File: config.mk
export PLATFORM = sky130hd
export DESIGN_NAME = spu_uart_regs
export DESIGN_NICKNAME = d
export VERILOG_FILES = /design/src/core/spu_pkg.sv /design/src/core/spu_uart_regs.sv
export SDC_FILE = /design/constraint.sdc
export NUM_CORES = 1
export LEC_CHECK = 0
export BUFFER_PORTS_ARGS = -buffer_cell sky130_fd_sc_hd__buf_2
export CAP_MARGIN = 25
export CORE_ASPECT_RATIO = 1.2
export CORE_MARGIN = 2
export CORE_UTILIZATION = 50
export DETAILED_ROUTE_END_ITERATION = 8
export PLACE_DENSITY = 0.72
export SLEW_MARGIN = 10
export SYNTH_ARGS = -nofsm -noshare
export SYNTH_HDL_FRONTEND = slang
export SYNTH_SLANG_ARGS = --single-unit
File: constraint.sdc
create_clock -name pclk -period 3.59 [get_ports pclk]
set_input_delay 0.359 -clock pclk [delete_from_list [all_inputs] [get_ports pclk]]
set_output_delay 0.359 -clock pclk [all_outputs]
set_load 0.02 [all_outputs]
File: src/core/spu_pkg.sv
/*
 * spu_pkg: offsets, field positions, reset values, types and helpers of the
 * single-pin uart user registers.
 * assumes a 32-bit apb slave with byte addresses on paddr.
 */
package spu_pkg;

    // ========================================
    // register offsets
    localparam logic [7:0] OFS_CTRL    = 8'h00;
    localparam logic [7:0] OFS_STATUS  = 8'h04;
    localparam logic [7:0] OFS_CLEAR   = 8'h08;
    localparam logic [7:0] OFS_IEN_SET = 8'h0c;
    localparam logic [7:0] OFS_IEN_CLR = 8'h10;
    localparam logic [7:0] OFS_MASK    = 8'h14;
    localparam logic [7:0] OFS_RX      = 8'h18;
    localparam logic [7:0] OFS_TX      = 8'h1c;
    localparam logic [7:0] OFS_DIV     = 8'h20;
    localparam logic [7:0] OFS_VER     = 8'h24;
    localparam logic [7:0] OFS_CLKREQ  = 8'h28;

    // ========================================
    // field positions
    localparam int EV_COLLIDE_BIT = 13;
    localparam int EV_LOST_BIT    = 10;
    localparam int EV_AVAIL_BIT   = 9;
    localparam int EV_DONE_BIT    = 8;
    localparam int CLKON_BIT      = 2;
    localparam int BUSY_BIT       = 0;
    localparam int FAST_CLOCK_REQUEST_BIT_BIT      = 0;

    // ========================================
    // reset values and counts
    localparam logic [15:0] RST_DIV     = 16'h0000;
    localparam logic [7:0]  RST_BYTE    = 8'h00;
    localparam logic [31:0] VERSION_RST = 32'h0000_0a5a; // arbitrary value
    localparam logic [2:0]  SYNC_CYCLES = 3'h4;
    localparam logic [2:0]  SYNC_EDGES  = 3'h3;

    // ========================================
    // types
    typedef enum logic [1:0] {
        MODE_OFF    = 2'h0,
        MODE_RX     = 2'h1,
        MODE_TX     = 2'h2,
        MODE_RESYNC = 2'h3
    } spu_mode_t;

    typedef enum logic [1:0] {
        TX_IDLE  = 2'h0,
        TX_START = 2'h1,
        TX_DATA  = 2'h3,
        TX_STOP  = 2'h2
    } spu_tx_st_t;

    typedef enum logic [2:0] {
        RX_IDLE  = 3'h0,
        RX_START = 3'h1,
        RX_DATA  = 3'h3,
        RX_STOP  = 3'h2,
        RX_SYNC  = 3'h6
    } spu_rx_st_t;

    typedef struct packed {
        logic collide;
        logic lost;
        logic avail;
        logic done;
    } spu_ev_t;

    // ========================================
    // helpers
    function automatic logic [31:0] ev_to_word(input spu_ev_t e);
        logic [31:0] w;
        w = 32'h0000_0000;
        w[EV_COLLIDE_BIT] = e.collide;
        w[EV_LOST_BIT]    = e.lost;
        w[EV_AVAIL_BIT]   = e.avail;
        w[EV_DONE_BIT]    = e.done;
        return w;
    endfunction

    function automatic spu_ev_t word_to_ev(input logic [31:0] w);
        spu_ev_t e;
        e.collide = w[EV_COLLIDE_BIT];
        e.lost    = w[EV_LOST_BIT];
        e.avail   = w[EV_AVAIL_BIT];
        e.done    = w[EV_DONE_BIT];
        return e;
    endfunction

    function automatic logic [15:0] bit_cyc(input logic [15:0] div);
        logic [15:0] c;
        c = div >> 3;
        return (c == 16'h0000) ? 16'h0001 : c;
    endfunction

endpackage

File: src/core/spu_uart_regs.sv
/*
 * spu_uart_regs: apb register block and 8n1 bit engine of a spare
 * single-pin uart, with sticky events, mask and one interrupt line.
 * assumes an external pull-up on the shared pin and a clock-ready level
 * from the fast clock source; the bit engine counts pclk cycles.
 */
`timescale 1ns/10ps
module spu_uart_regs #(
    parameter logic [31:0] VERSION_VAL = spu_pkg::VERSION_RST
) (
    // clock and reset
    input  logic        pclk,
    input  logic        presetn,
    // apb slave
    input  logic        psel,
    input  logic        penable,
    input  logic        pwrite,
    input  logic [7:0]  paddr,
    input  logic [31:0] pwdata,
    output logic        pready,
    output logic [31:0] prdata,
    output logic        pslverr,
    // interrupt
    output logic        irq,
    // shared serial pin, open drain
    input  logic        line_in,
    output logic        line_out,
    output logic        line_oe,
    // fast clock control
    output logic        fast_clk_req,
    input  logic        fast_clk_ok
);

    // ========================================
    // state
    logic                   pready_q;
    logic [31:0]            prdata_q;
    logic                   pslverr_q;
    spu_pkg::spu_mode_t     mode_q;
    logic [15:0]            div_q;
    logic [7:0]             tx_byte_q;
    logic                   clk_req_q;
    logic                   synced_q;
    logic                   busy_q;
    logic                   busy_d;
    logic [2:0]             busy_cnt_q;
    spu_pkg::spu_ev_t       stat_q;
    spu_pkg::spu_ev_t       pend_q;
    spu_pkg::spu_ev_t       mask_q;
    spu_pkg::spu_ev_t       ev_set;
    spu_pkg::spu_ev_t       ev_clr;
    logic                   irq_q;
    logic [7:0]             rx_byte_q;
    logic                   unread_q;
    logic                   ln1_q;
    logic                   ln2_q;
    logic                   ln3_q;
    logic                   con1_q;
    logic                   con2_q;
    spu_pkg::spu_tx_st_t    tx_st_q;
    logic [15:0]            tx_cnt_q;
    logic [2:0]             tx_idx_q;
    logic [7:0]             tx_sh_q;
    logic                   oe_q;
    spu_pkg::spu_rx_st_t    rx_st_q;
    logic [15:0]            rx_cnt_q;
    logic [2:0]             rx_idx_q;
    logic [7:0]             rx_sh_q;
    logic [31:0]            rdata;
    logic                   mapped;

    // ========================================
    // decode
    logic        setup_acc;
    logic        xfer;
    logic        wr_en;
    logic        cfg_sel;
    logic        cfg_wr;
    logic        ctrl_wr;
    logic        rx_read;
    logic [15:0] period;
    logic [15:0] half;
    logic        rx_en;
    logic        fall;
    logic        rx_store;
    logic        sync_hit;
    logic        tx_collide;

    assign setup_acc = psel & penable & ~pready_q;
    assign xfer      = psel & penable & pready_q;
    assign wr_en     = xfer & pwrite;
    assign cfg_sel   = (paddr == spu_pkg::OFS_CTRL) | (paddr == spu_pkg::OFS_DIV)
                     | (paddr == spu_pkg::OFS_TX);
    assign cfg_wr    = wr_en & cfg_sel & ~busy_q;
    assign ctrl_wr   = cfg_wr & (paddr == spu_pkg::OFS_CTRL);
    assign rx_read   = xfer & ~pwrite & (paddr == spu_pkg::OFS_RX);
    assign period    = spu_pkg::bit_cyc(div_q);
    assign half      = period >> 1;
    assign rx_en     = (mode_q == spu_pkg::MODE_RX) | (mode_q == spu_pkg::MODE_RESYNC);
    assign fall      = ln3_q & ~ln2_q;
    assign rx_store  = (rx_st_q == spu_pkg::RX_STOP) & (rx_cnt_q == 16'h0000);
    assign sync_hit  = (rx_st_q == spu_pkg::RX_SYNC) & fall & (rx_idx_q == spu_pkg::SYNC_EDGES);
    assign tx_collide = ((tx_st_q == spu_pkg::TX_DATA) | (tx_st_q == spu_pkg::TX_STOP))
                      & ~oe_q & ~ln2_q & (tx_cnt_q == half);

    // ========================================
    // outputs
    assign pready       = pready_q;
    assign prdata       = prdata_q;
    assign pslverr      = pslverr_q;
    assign irq          = irq_q;
    assign line_out     = 1'b0;
    assign line_oe      = oe_q;
    assign fast_clk_req = clk_req_q;

    // ========================================
    // read mux
    always_comb begin
        rdata  = 32'h0000_0000;
        mapped = 1'b1;
        case (paddr)
            spu_pkg::OFS_CTRL:    rdata[1:0] = mode_q;
            spu_pkg::OFS_STATUS: begin
                rdata = spu_pkg::ev_to_word(stat_q);
                rdata[spu_pkg::CLKON_BIT] = con2_q;
                rdata[spu_pkg::BUSY_BIT]  = busy_q;
            end
            spu_pkg::OFS_CLEAR:   rdata = 32'h0000_0000;
            spu_pkg::OFS_IEN_SET: rdata = 32'h0000_0000;
            spu_pkg::OFS_IEN_CLR: rdata = 32'h0000_0000;
            spu_pkg::OFS_MASK:    rdata = spu_pkg::ev_to_word(mask_q);
            spu_pkg::OFS_RX:      rdata[7:0] = rx_byte_q;
            spu_pkg::OFS_TX:      rdata[7:0] = tx_byte_q;
            spu_pkg::OFS_DIV:     rdata[15:0] = div_q;
            spu_pkg::OFS_VER:     rdata = VERSION_VAL;
            spu_pkg::OFS_CLKREQ:  rdata[spu_pkg::FAST_CLOCK_REQUEST_BIT_BIT] = clk_req_q;
            default:              mapped = 1'b0;
        endcase
    end

    // ========================================
    // apb handshake, one wait state
    always_ff @(posedge pclk or negedge presetn) begin
        if (!presetn) begin
            pready_q  <= 1'b0;
            prdata_q  <= 32'h0000_0000;
            pslverr_q <= 1'b0;
        end else begin
            pready_q <= setup_acc;
            if (setup_acc) begin
                prdata_q  <= pwrite ? 32'h0000_0000 : rdata;
                pslverr_q <= ~mapped;
            end
        end
    end

    // ========================================
    // configuration
    always_ff @(posedge pclk or negedge presetn) begin
        if (!presetn) begin
            mode_q    <= spu_pkg::MODE_OFF;
            div_q     <= spu_pkg::RST_DIV;
            tx_byte_q <= spu_pkg::RST_BYTE;
            clk_req_q <= 1'b0;
            synced_q  <= 1'b0;
        end else begin
            if (ctrl_wr) begin
                mode_q   <= spu_pkg::spu_mode_t'(pwdata[1:0]);
                synced_q <= 1'b0;
            end
            if (cfg_wr && paddr == spu_pkg::OFS_DIV) begin
                div_q <= pwdata[15:0];
            end else if (sync_hit) begin
                div_q    <= rx_cnt_q + 16'h0001;
                synced_q <= 1'b1;
            end
            if (cfg_wr && paddr == spu_pkg::OFS_TX) begin
                tx_byte_q <= pwdata[7:0];
            end
            if (wr_en && paddr == spu_pkg::OFS_CLKREQ) begin
                clk_req_q <= pwdata[spu_pkg::FAST_CLOCK_REQUEST_BIT_BIT];
            end
        end
    end

    // ========================================
    // pin and clock-ready synchronisers
    always_ff @(posedge pclk or negedge presetn) begin
        if (!presetn) begin
            ln1_q  <= 1'b1;
            ln2_q  <= 1'b1;
            ln3_q  <= 1'b1;
            con1_q <= 1'b0;
            con2_q <= 1'b0;
        end else begin
            ln1_q  <= line_in;
            ln2_q  <= ln1_q;
            ln3_q  <= ln2_q;
            con1_q <= fast_clk_ok;
            con2_q <= con1_q;
        end
    end

    // ========================================
    // busy: crossing delay, then frame in flight
    always_comb begin
        busy_d = cfg_wr | (busy_cnt_q != 3'h0) | (tx_st_q != spu_pkg::TX_IDLE);
    end

    always_ff @(posedge pclk or negedge presetn) begin
        if (!presetn) begin
            busy_q     <= 1'b0;
            busy_cnt_q <= 3'h0;
        end else begin
            busy_q <= busy_d;
            if (cfg_wr) begin
                busy_cnt_q <= spu_pkg::SYNC_CYCLES;
            end else if (busy_cnt_q != 3'h0) begin
                busy_cnt_q <= busy_cnt_q - 3'h1;
            end
        end
    end

    // ========================================
    // events, mask and interrupt
    always_comb begin
        ev_set.collide = tx_collide;
        ev_set.lost    = rx_store & unread_q & ~rx_read;
        ev_set.avail   = rx_store;
        ev_set.done    = busy_q & ~busy_d;
        ev_clr = (wr_en && paddr == spu_pkg::OFS_CLEAR) ? spu_pkg::word_to_ev(pwdata)
                                                       : spu_pkg::spu_ev_t'(4'h0);
    end

    always_ff @(posedge pclk or negedge presetn) begin
        if (!presetn) begin
            stat_q <= spu_pkg::spu_ev_t'(4'h0);
            pend_q <= spu_pkg::spu_ev_t'(4'h0);
            irq_q  <= 1'b0;
        end else begin
            stat_q <= (stat_q & ~ev_clr) | ev_set;
            pend_q <= (pend_q & ~ev_clr) | (ev_set & ~stat_q & mask_q);
            irq_q  <= |(pend_q & mask_q);
        end
    end

    always_ff @(posedge pclk or negedge presetn) begin
        if (!presetn) begin
            mask_q <= spu_pkg::spu_ev_t'(4'h0);
        end else if (wr_en && paddr == spu_pkg::OFS_IEN_SET) begin
            mask_q <= mask_q | spu_pkg::word_to_ev(pwdata);
        end else if (wr_en && paddr == spu_pkg::OFS_IEN_CLR) begin
            mask_q <= mask_q & ~spu_pkg::word_to_ev(pwdata);
        end
    end

    always_ff @(posedge pclk or negedge presetn) begin
        if (!presetn) begin
            rx_byte_q <= spu_pkg::RST_BYTE;
            unread_q  <= 1'b0;
        end else if (rx_store) begin
            rx_byte_q <= rx_sh_q;
            unread_q  <= 1'b1;
        end else if (rx_read) begin
            unread_q  <= 1'b0;
        end
    end

    // ========================================
    // transmitter, drives the pin low for zeros
    always_ff @(posedge pclk or negedge presetn) begin
        if (!presetn) begin
            tx_st_q  <= spu_pkg::TX_IDLE;
            tx_cnt_q <= 16'h0000;
            tx_idx_q <= 3'h0;
            tx_sh_q  <= 8'h00;
            oe_q     <= 1'b0;
        end else if (mode_q != spu_pkg::MODE_TX) begin
            tx_st_q <= spu_pkg::TX_IDLE;
            oe_q    <= 1'b0;
        end else begin
            case (tx_st_q)
                spu_pkg::TX_IDLE: begin
                    if (cfg_wr && paddr == spu_pkg::OFS_TX) begin
                        tx_sh_q  <= pwdata[7:0];
                        tx_cnt_q <= period - 16'h0001;
                        oe_q     <= 1'b1;
                        tx_st_q  <= spu_pkg::TX_START;
                    end
                end
                spu_pkg::TX_START: begin
                    if (tx_cnt_q == 16'h0000) begin
                        tx_cnt_q <= period - 16'h0001;
                        tx_idx_q <= 3'h0;
                        oe_q     <= ~tx_sh_q[0];
                        tx_st_q  <= spu_pkg::TX_DATA;
                    end else begin
                        tx_cnt_q <= tx_cnt_q - 16'h0001;
                    end
                end
                spu_pkg::TX_DATA: begin
                    if (tx_cnt_q == 16'h0000) begin
                        tx_cnt_q <= period - 16'h0001;
                        if (tx_idx_q == 3'h7) begin
                            oe_q    <= 1'b0;
                            tx_st_q <= spu_pkg::TX_STOP;
                        end else begin
                            tx_idx_q <= tx_idx_q + 3'h1;
                            tx_sh_q  <= tx_sh_q >> 1;
                            oe_q     <= ~tx_sh_q[1];
                        end
                    end else begin
                        tx_cnt_q <= tx_cnt_q - 16'h0001;
                    end
                end
                spu_pkg::TX_STOP: begin
                    if (tx_cnt_q == 16'h0000) begin
                        tx_st_q <= spu_pkg::TX_IDLE;
                    end else begin
                        tx_cnt_q <= tx_cnt_q - 16'h0001;
                    end
                end
                default: tx_st_q <= spu_pkg::TX_IDLE;
            endcase
        end
    end

    // ========================================
    // receiver and 0x55 rate capture
    always_ff @(posedge pclk or negedge presetn) begin
        if (!presetn) begin
            rx_st_q  <= spu_pkg::RX_IDLE;
            rx_cnt_q <= 16'h0000;
            rx_idx_q <= 3'h0;
            rx_sh_q  <= 8'h00;
        end else if (!rx_en || ctrl_wr) begin
            rx_st_q <= spu_pkg::RX_IDLE;
        end else begin
            case (rx_st_q)
                spu_pkg::RX_IDLE: begin
                    rx_idx_q <= 3'h0;
                    if (fall && mode_q == spu_pkg::MODE_RESYNC && !synced_q) begin
                        rx_cnt_q <= 16'h0000;
                        rx_st_q  <= spu_pkg::RX_SYNC;
                    end else if (fall) begin
                        rx_cnt_q <= half;
                        rx_st_q  <= spu_pkg::RX_START;
                    end
                end
                spu_pkg::RX_START: begin
                    if (rx_cnt_q != 16'h0000) begin
                        rx_cnt_q <= rx_cnt_q - 16'h0001;
                    end else if (!ln2_q) begin
                        rx_cnt_q <= period - 16'h0001;
                        rx_st_q  <= spu_pkg::RX_DATA;
                    end else begin
                        rx_st_q <= spu_pkg::RX_IDLE;
                    end
                end
                spu_pkg::RX_DATA: begin
                    if (rx_cnt_q == 16'h0000) begin
                        rx_sh_q  <= {ln2_q, rx_sh_q[7:1]};
                        rx_cnt_q <= period - 16'h0001;
                        rx_idx_q <= rx_idx_q + 3'h1;
                        if (rx_idx_q == 3'h7) begin
                            rx_st_q <= spu_pkg::RX_STOP;
                        end
                    end else begin
                        rx_cnt_q <= rx_cnt_q - 16'h0001;
                    end
                end
                spu_pkg::RX_STOP: begin
                    if (rx_cnt_q == 16'h0000) begin
                        rx_st_q <= spu_pkg::RX_IDLE;
                    end else begin
                        rx_cnt_q <= rx_cnt_q - 16'h0001;
                    end
                end
                spu_pkg::RX_SYNC: begin
                    rx_cnt_q <= rx_cnt_q + 16'h0001;
                    if (sync_hit) begin
                        rx_st_q <= spu_pkg::RX_IDLE;
                    end else if (fall) begin
                        rx_idx_q <= rx_idx_q + 3'h1;
                    end
                end
                default: rx_st_q <= spu_pkg::RX_IDLE;
            endcase
        end
    end
endmodule

* Yosys cells after proc, flatten, opt, wreduce, memory -nomap -nowiden
Cells that the tools add are included.
Storage, ports and cells: register bits 153, output and inout bits 38, word-level logic and storage cells 247
Operators by class: $add $sub $neg 7, equal/unequal tests 46, multiplexer cells 65, bitwise gates (word level) 49, reduce and logical (&&, ||, !) cells 41
Operators by type and width (count):
- 2-to-1 mux 16 bit | 12
- case mux 16 bit (5 select lines) | 1
- zero test 16 bit | 3
- 2-to-1 mux 3 bit | 16
- case mux 16 bit (3 select lines) | 1
- equality test 8 x 5 -> 1 bit, second input constant | 4
- case mux 8 bit (4 select lines) | 1
- subtractor 16 x 1 -> 16 bit, second input constant | 2
- case mux 6 bit (5 select lines) | 1
- AND reduction 5 bit | 5
- bitwise AND 4 bit | 6
- equality test 8 x 6 -> 1 bit, second input constant | 3
- 2-to-1 mux 8 bit | 3
- != test 3 bit, second input constant | 7
- bitwise AND 1 bit | 19
- != test 2 bit, second input constant | 9
- adder 16 x 1 -> 16 bit, second input constant | 1
- equality test 16 x 12 -> 1 bit | 1
- equality test 8 x 4 -> 1 bit, second input constant | 2
- case mux 8 bit (2 select lines) | 1
- nonzero test 16 bit | 1
- case mux 3 bit (5 select lines) | 1
- 2-to-1 mux 2 bit | 7
- nonzero test 2 bit | 7
- other kinds (41) | 94

* Longest topological paths before layout
depth in word-level cells 12, gate-level depth with buffers 11, depth with buffers taken out 10

* Least setup slack after synthesis
OpenSTA, ideal clock, no wires.
path kind register to register, start point register div_q[8], end point register rx_cnt_q[12], setup time 0.132 ns, arrival time 2.762 ns, required time 3.458 ns, path slack 0.696 ns, stages on the path, launching flop included 12, clock period less this slack 2.894 ns, path through dfrtp_1 clkbuf_1 or4_1 nor3_1 a21oi_1 ha_1 or4b_2 nor4_1 xnor2_1 nor2_1 a211oi_1 o22ai_1
On the way: cells in the longest elaborated chain, start to end 6, elaborated cells between the ends (all ways) 7
Ends and longest elaborated chain:
- start, declared | line spu_uart_regs.sv:40 | logic [15:0] div_q;
- start signal, assigned | line spu_uart_regs.sv:162 | div_q <= spu_pkg::RST_DIV;
- start signal, assigned | line spu_uart_regs.sv:172 | div_q <= pwdata[15:0];
- start signal, assigned | line spu_uart_regs.sv:174 | div_q <= rx_cnt_q + 16'h0001;
- zero test 16 bit | line spu_pkg.sv:95 | return (c == 16'h0000) ? 16'h0001 : c;
- 2-to-1 mux 13 bit * | line spu_pkg.sv:95
- subtractor 13 x 1 -> 14 bit * | line spu_uart_regs.sv:354, spu_uart_regs.sv:363
- 2-to-1 mux 16 bit | line spu_uart_regs.sv:353 | end else if (!ln2_q) begin
- 2-to-1 mux 16 bit | line spu_uart_regs.sv:351 | if (rx_cnt_q != 16'h0000) begin
- case mux 16 bit (5 select lines) * | line spu_uart_regs.sv:339 | case (rx_st_q)
- end signal, assigned | line spu_uart_regs.sv:352 | rx_cnt_q <= rx_cnt_q - 16'h0001;
- end signal, assigned | line spu_uart_regs.sv:354 | rx_cnt_q <= period - 16'h0001;
- end signal, assigned | line spu_uart_regs.sv:363 | rx_cnt_q <= period - 16'h0001;
- end, declared | line spu_uart_regs.sv:66 | logic [15:0] rx_cnt_q;
Mark *: on every way between the ends. The rest lies on a longest branch, timed or not. The select of a mux whose other input is x is not followed. A chain may end at the register's enable or synchronous reset.

* Worst setup path in the final report
start point register div_q[3], end point register rx_cnt_q[12]
The elaborated chain is that of the path after synthesis.

==> impl_results.md <==
* Synth top area share at about 41%
* Top post-synthesis cells by area: dfrtp_1 41%, nand2_1 7.2%, o21ai_0 4.0%
* Synth Warn # at 0
* Cell Pwr Density at between 300 and 400 nW/um^2
* Vias at 7214
* Clk_lat worst skew at 0.43 ns
* I/O pin count at 85
* Number of H-tree levels at 4
* Cell-internal power at 2.56 mW
* Min-delay worst type: primary input to asynchronous set/reset pin
* Sequential share of power at 45.6%
* Reg-to-reg critical path endpoint: rx_cnt_q[12]
* Mapped Cells at 922
* Finished Cell Area at 9110 um^2
* Clk pwr share at 47.9%
* I/O Buffers at a little over 50
* Cell Chain, Critical Path: or4_1 > nor3_1 > a21oi_1 > ha_1 > or4b_2 > nor4_1 > xnor2_1 > nor2_1 > a211oi_1 > o22ai_1
* Worst-Margin Slew at 0.881 ns
* Area grow syn2layout at 12.6%
* Routability cong. at 0.966
* CP max stage cell: or4b_2
* Hold Fails Final Rpt at 15
* Synthesized area per cell at 8.78 um^2
* Worst hold slack at -0.0250 ns
* Critical R2R Launch: div_q[3]
* Crit. End Element: flop
* RSZ-0062 raised after global routing: false
* Switching share of power at 26.9%
* Placed cell areas at 8550 um^2
* CTS max path bufs at 2
* Seq/Total Area, Yosys at a little over two fifths
* Setup TNS at 0 ns
* TritonRoute pass-1 iters at 6
* # rows at 50
* DIE AREA at between 15000 and 20000 um^2
* Vias in the first global route at 6796
* Ys async rst share at 100%
* Yosys reg bits at 137
* Core area at 15700 um^2
* Max-slew headroom at 40.9%
* Die width at 120 um
* Fin. max-slew vios at 0
* Setup bufs post-CTS at 0
* Critical path class: flop to flop
* Peak supply drop at 347 uV
* WL/cell at 19.0 um
* Hold_buf cts at 0
* Initial antenna violation count at 0
* Clk root buf: clkbuf_16
* Clock Pin Slew Worst Setup and Hold Paths at 0.07 ns
* FF-to-FF path depth at 10
* Worst R2R Setup Slack at approximately 0.37 ns
* Crit start category: flop
* Final wirelength at 22.6 mm
* Fillers at approximately 1400
* Post-synth EDFFs at 0
* CP required at 3.89 ns
* Die height at around 140 um
* P_sw at 0.945 mW
* Final min period at between 3 and 4 ns
* Vias per cell at 6.07
* Clk sinks at around 140
* Final period utilization at roughly 90%
* Final setup viols at 0
* Top delay family on crit path: simple AND/OR/NAND/NOR gates
* Total power at 3.51 mW
* CTS tree: done
* Max cap viols at 0
* Max Freq at 310 MHz
* Post-Syn Area at 8090 um^2
* Gr ovfl total at 0
* Combinational group share of total power at 6.4%
* DRT iter0 DRCs at approximately 960
* Outcome: complete, but fails checks
* Failing checks: hold timing
* Initial Utilization at approximately 52%
* Share of layout cells above drive strength 1 at 15.6%
* DR DRC count at 0
* Antenna cells at 0
* Cts repair resizes at 0
* Final #Nets at between 1000 and 1500
* TritonCTS Buffers at 17
* Total GRT Usage at between 20% and 30%
* Pin count of the biggest net entering global routing at 85
* Synth unique cells at 79
* CP arrival at 3.53 ns
* Synth area leader: dfrtp_1
* Critical Path Max Stage Delay at 0.67 ns
* WP buf/inv at 0
* Max FO, Critical Path at 5
* DRT antenna net count at 0
* Top FF cell, synth: dfrtp_1
* Hpwl dp at 16.3 mm
* Clock Skew at 0.00830 ns
* Leak Pwr at ~4 nW
* First-pass GRT wire length at 36.0 mm
[metrics by stage]
step,hold slack [ns],setup slack [ns],std cells,util (%)
2_1_floorplan,0.0634,0.696,938,-
5_1_grt,0.00148,0.168,1189,58.0
3_3_place_gp,0.344,0.463,1157,54.5
6_report,-0.0250,0.367,1189,58.0
4_1_cts,0.00538,0.420,1189,58.0
3_5_place_dp,0.340,0.433,1157,54.5
[power by group through the flow]
stage                     logic [mW]  registers, mW  clock network (mW)
after floorplan                0.146           1.62                   0
after global placement         0.223           1.63                   0
after detailed placement       0.225           1.63                   0
after CTS                      0.227           1.60                1.70
after global routing           0.259           1.60                1.77
final                          0.226           1.60                1.68
[flip-flops by register name, summed over array words and instances (netlist names), 2 cells and up, named ones only]
signal	flops
rx_cnt_q	16
pend_q	4
tx_cnt_q	16
tx_st_q	2
tx_idx_q	3
div_q	16
rx_idx_q	3
rx_st_q	3
stat_q	4
tx_byte_q	8
busy_cnt_q	3
prdata	16
mode_q	2
rx_byte_q	8
rx_sh_q	8
tx_sh_q	8
[per-layer routing]
metal / global-route usage, % / vias up / wire length (um)
met5: 0 / - / 0
met4: 12.8 / 0 / 877
met3: 4.76 / 60 / 1180
met2: 44.7 / 269 / 10900
met1: 34.3 / 3485 / 9640
li1: - / 3400 / -
[worst max path at each step]
stage | slack (ns) | end | from | cells after the start
after floorplan | 0.70 | rx_cnt_q[12] | div_q[8] | 11
after global placement | 0.46 | rx_cnt_q[12] | div_q[3] | 10
after detailed placement | 0.43 | rx_cnt_q[12] | div_q[3] | 10
after CTS | 0.42 | rx_cnt_q[12] | div_q[3] | 10
after global routing | 0.17 | rx_cnt_q[12] | div_q[3] | 10
final | 0.37 | rx_cnt_q[12] | div_q[3] | 10
[layout by cell type (no fill, tap or decap), types with 4 or more instances in the layout]
cell,instances
a21oi_1,37
buf_2,50
and4_1,4
o221ai_1,8
a31oi_1,9
a22o_1,12
ha_1,12
nand3_1,22
clkbuf_16,17
inv_6,6
conb_1,17
inv_1,23
or4_1,4
o21ai_1,7
buf_4,30
a21o_1,10
xor2_1,14
and2_1,4
o21ai_0,65
o22ai_1,8
nor2b_1,7
nor2_1,74
dfrtp_1,134
nor3_1,33
nand4_1,15
mux2_2,17
a22oi_1,12
nand2_1,155
nor4_1,17
a211oi_1,15
o31ai_1,5
nor4b_1,4
xnor2_1,25
mux2i_1,17
a222oi_1,7
and3_1,7
nand2b_1,6
[cell families after synthesis]
logic type	share of synthesized area, %
buf+inv	5.37
flops	42.4
fa+ha+maj	1.86
mux	4.47
xor+xnor	4.22
other cells	0.0463
compound gates	19.1
simple gates	22.5
[area by class of cell]
class	instances	area, um^2	area share [%]
repair buffers	81	487	5.34
clock inverters	15	131	1.44
flip-flops and latches	137	3430	37.7
inverters	23	86.3	0.948
clock buffers	17	425	4.67
multi-input cells	708	4290	47.1
well taps	208	260	2.86
[synth_stat cells (5+ instances only)]
| cell type | count |
|---|---|
| and3_1 | 7 |
| buf_4 | 19 |
| mux2_2 | 17 |
| nand2b_1 | 6 |
| nor4_1 | 17 |
| o31ai_1 | 5 |
| o22ai_1 | 8 |
| nand4_1 | 15 |
| xor2_1 | 14 |
| o21ai_1 | 7 |
| a22oi_1 | 12 |
| nor2b_1 | 7 |
| o21ai_0 | 65 |
| a22o_1 | 12 |
| inv_1 | 23 |
| a211oi_1 | 15 |
| nor2_1 | 75 |
| a21o_1 | 10 |
| mux2i_1 | 17 |
| buf_2 | 11 |
| o221ai_1 | 8 |
| nor3_1 | 33 |
| dfrtp_1 | 134 |
| a222oi_1 | 7 |
| a21oi_1 | 37 |
| nand3_1 | 22 |
| clkbuf_1 | 39 |
| a31oi_1 | 9 |
| ha_1 | 12 |
| xnor2_1 | 25 |
| nand2_1 | 155 |
No activity file was read; power rests on OpenSTA's default activity.
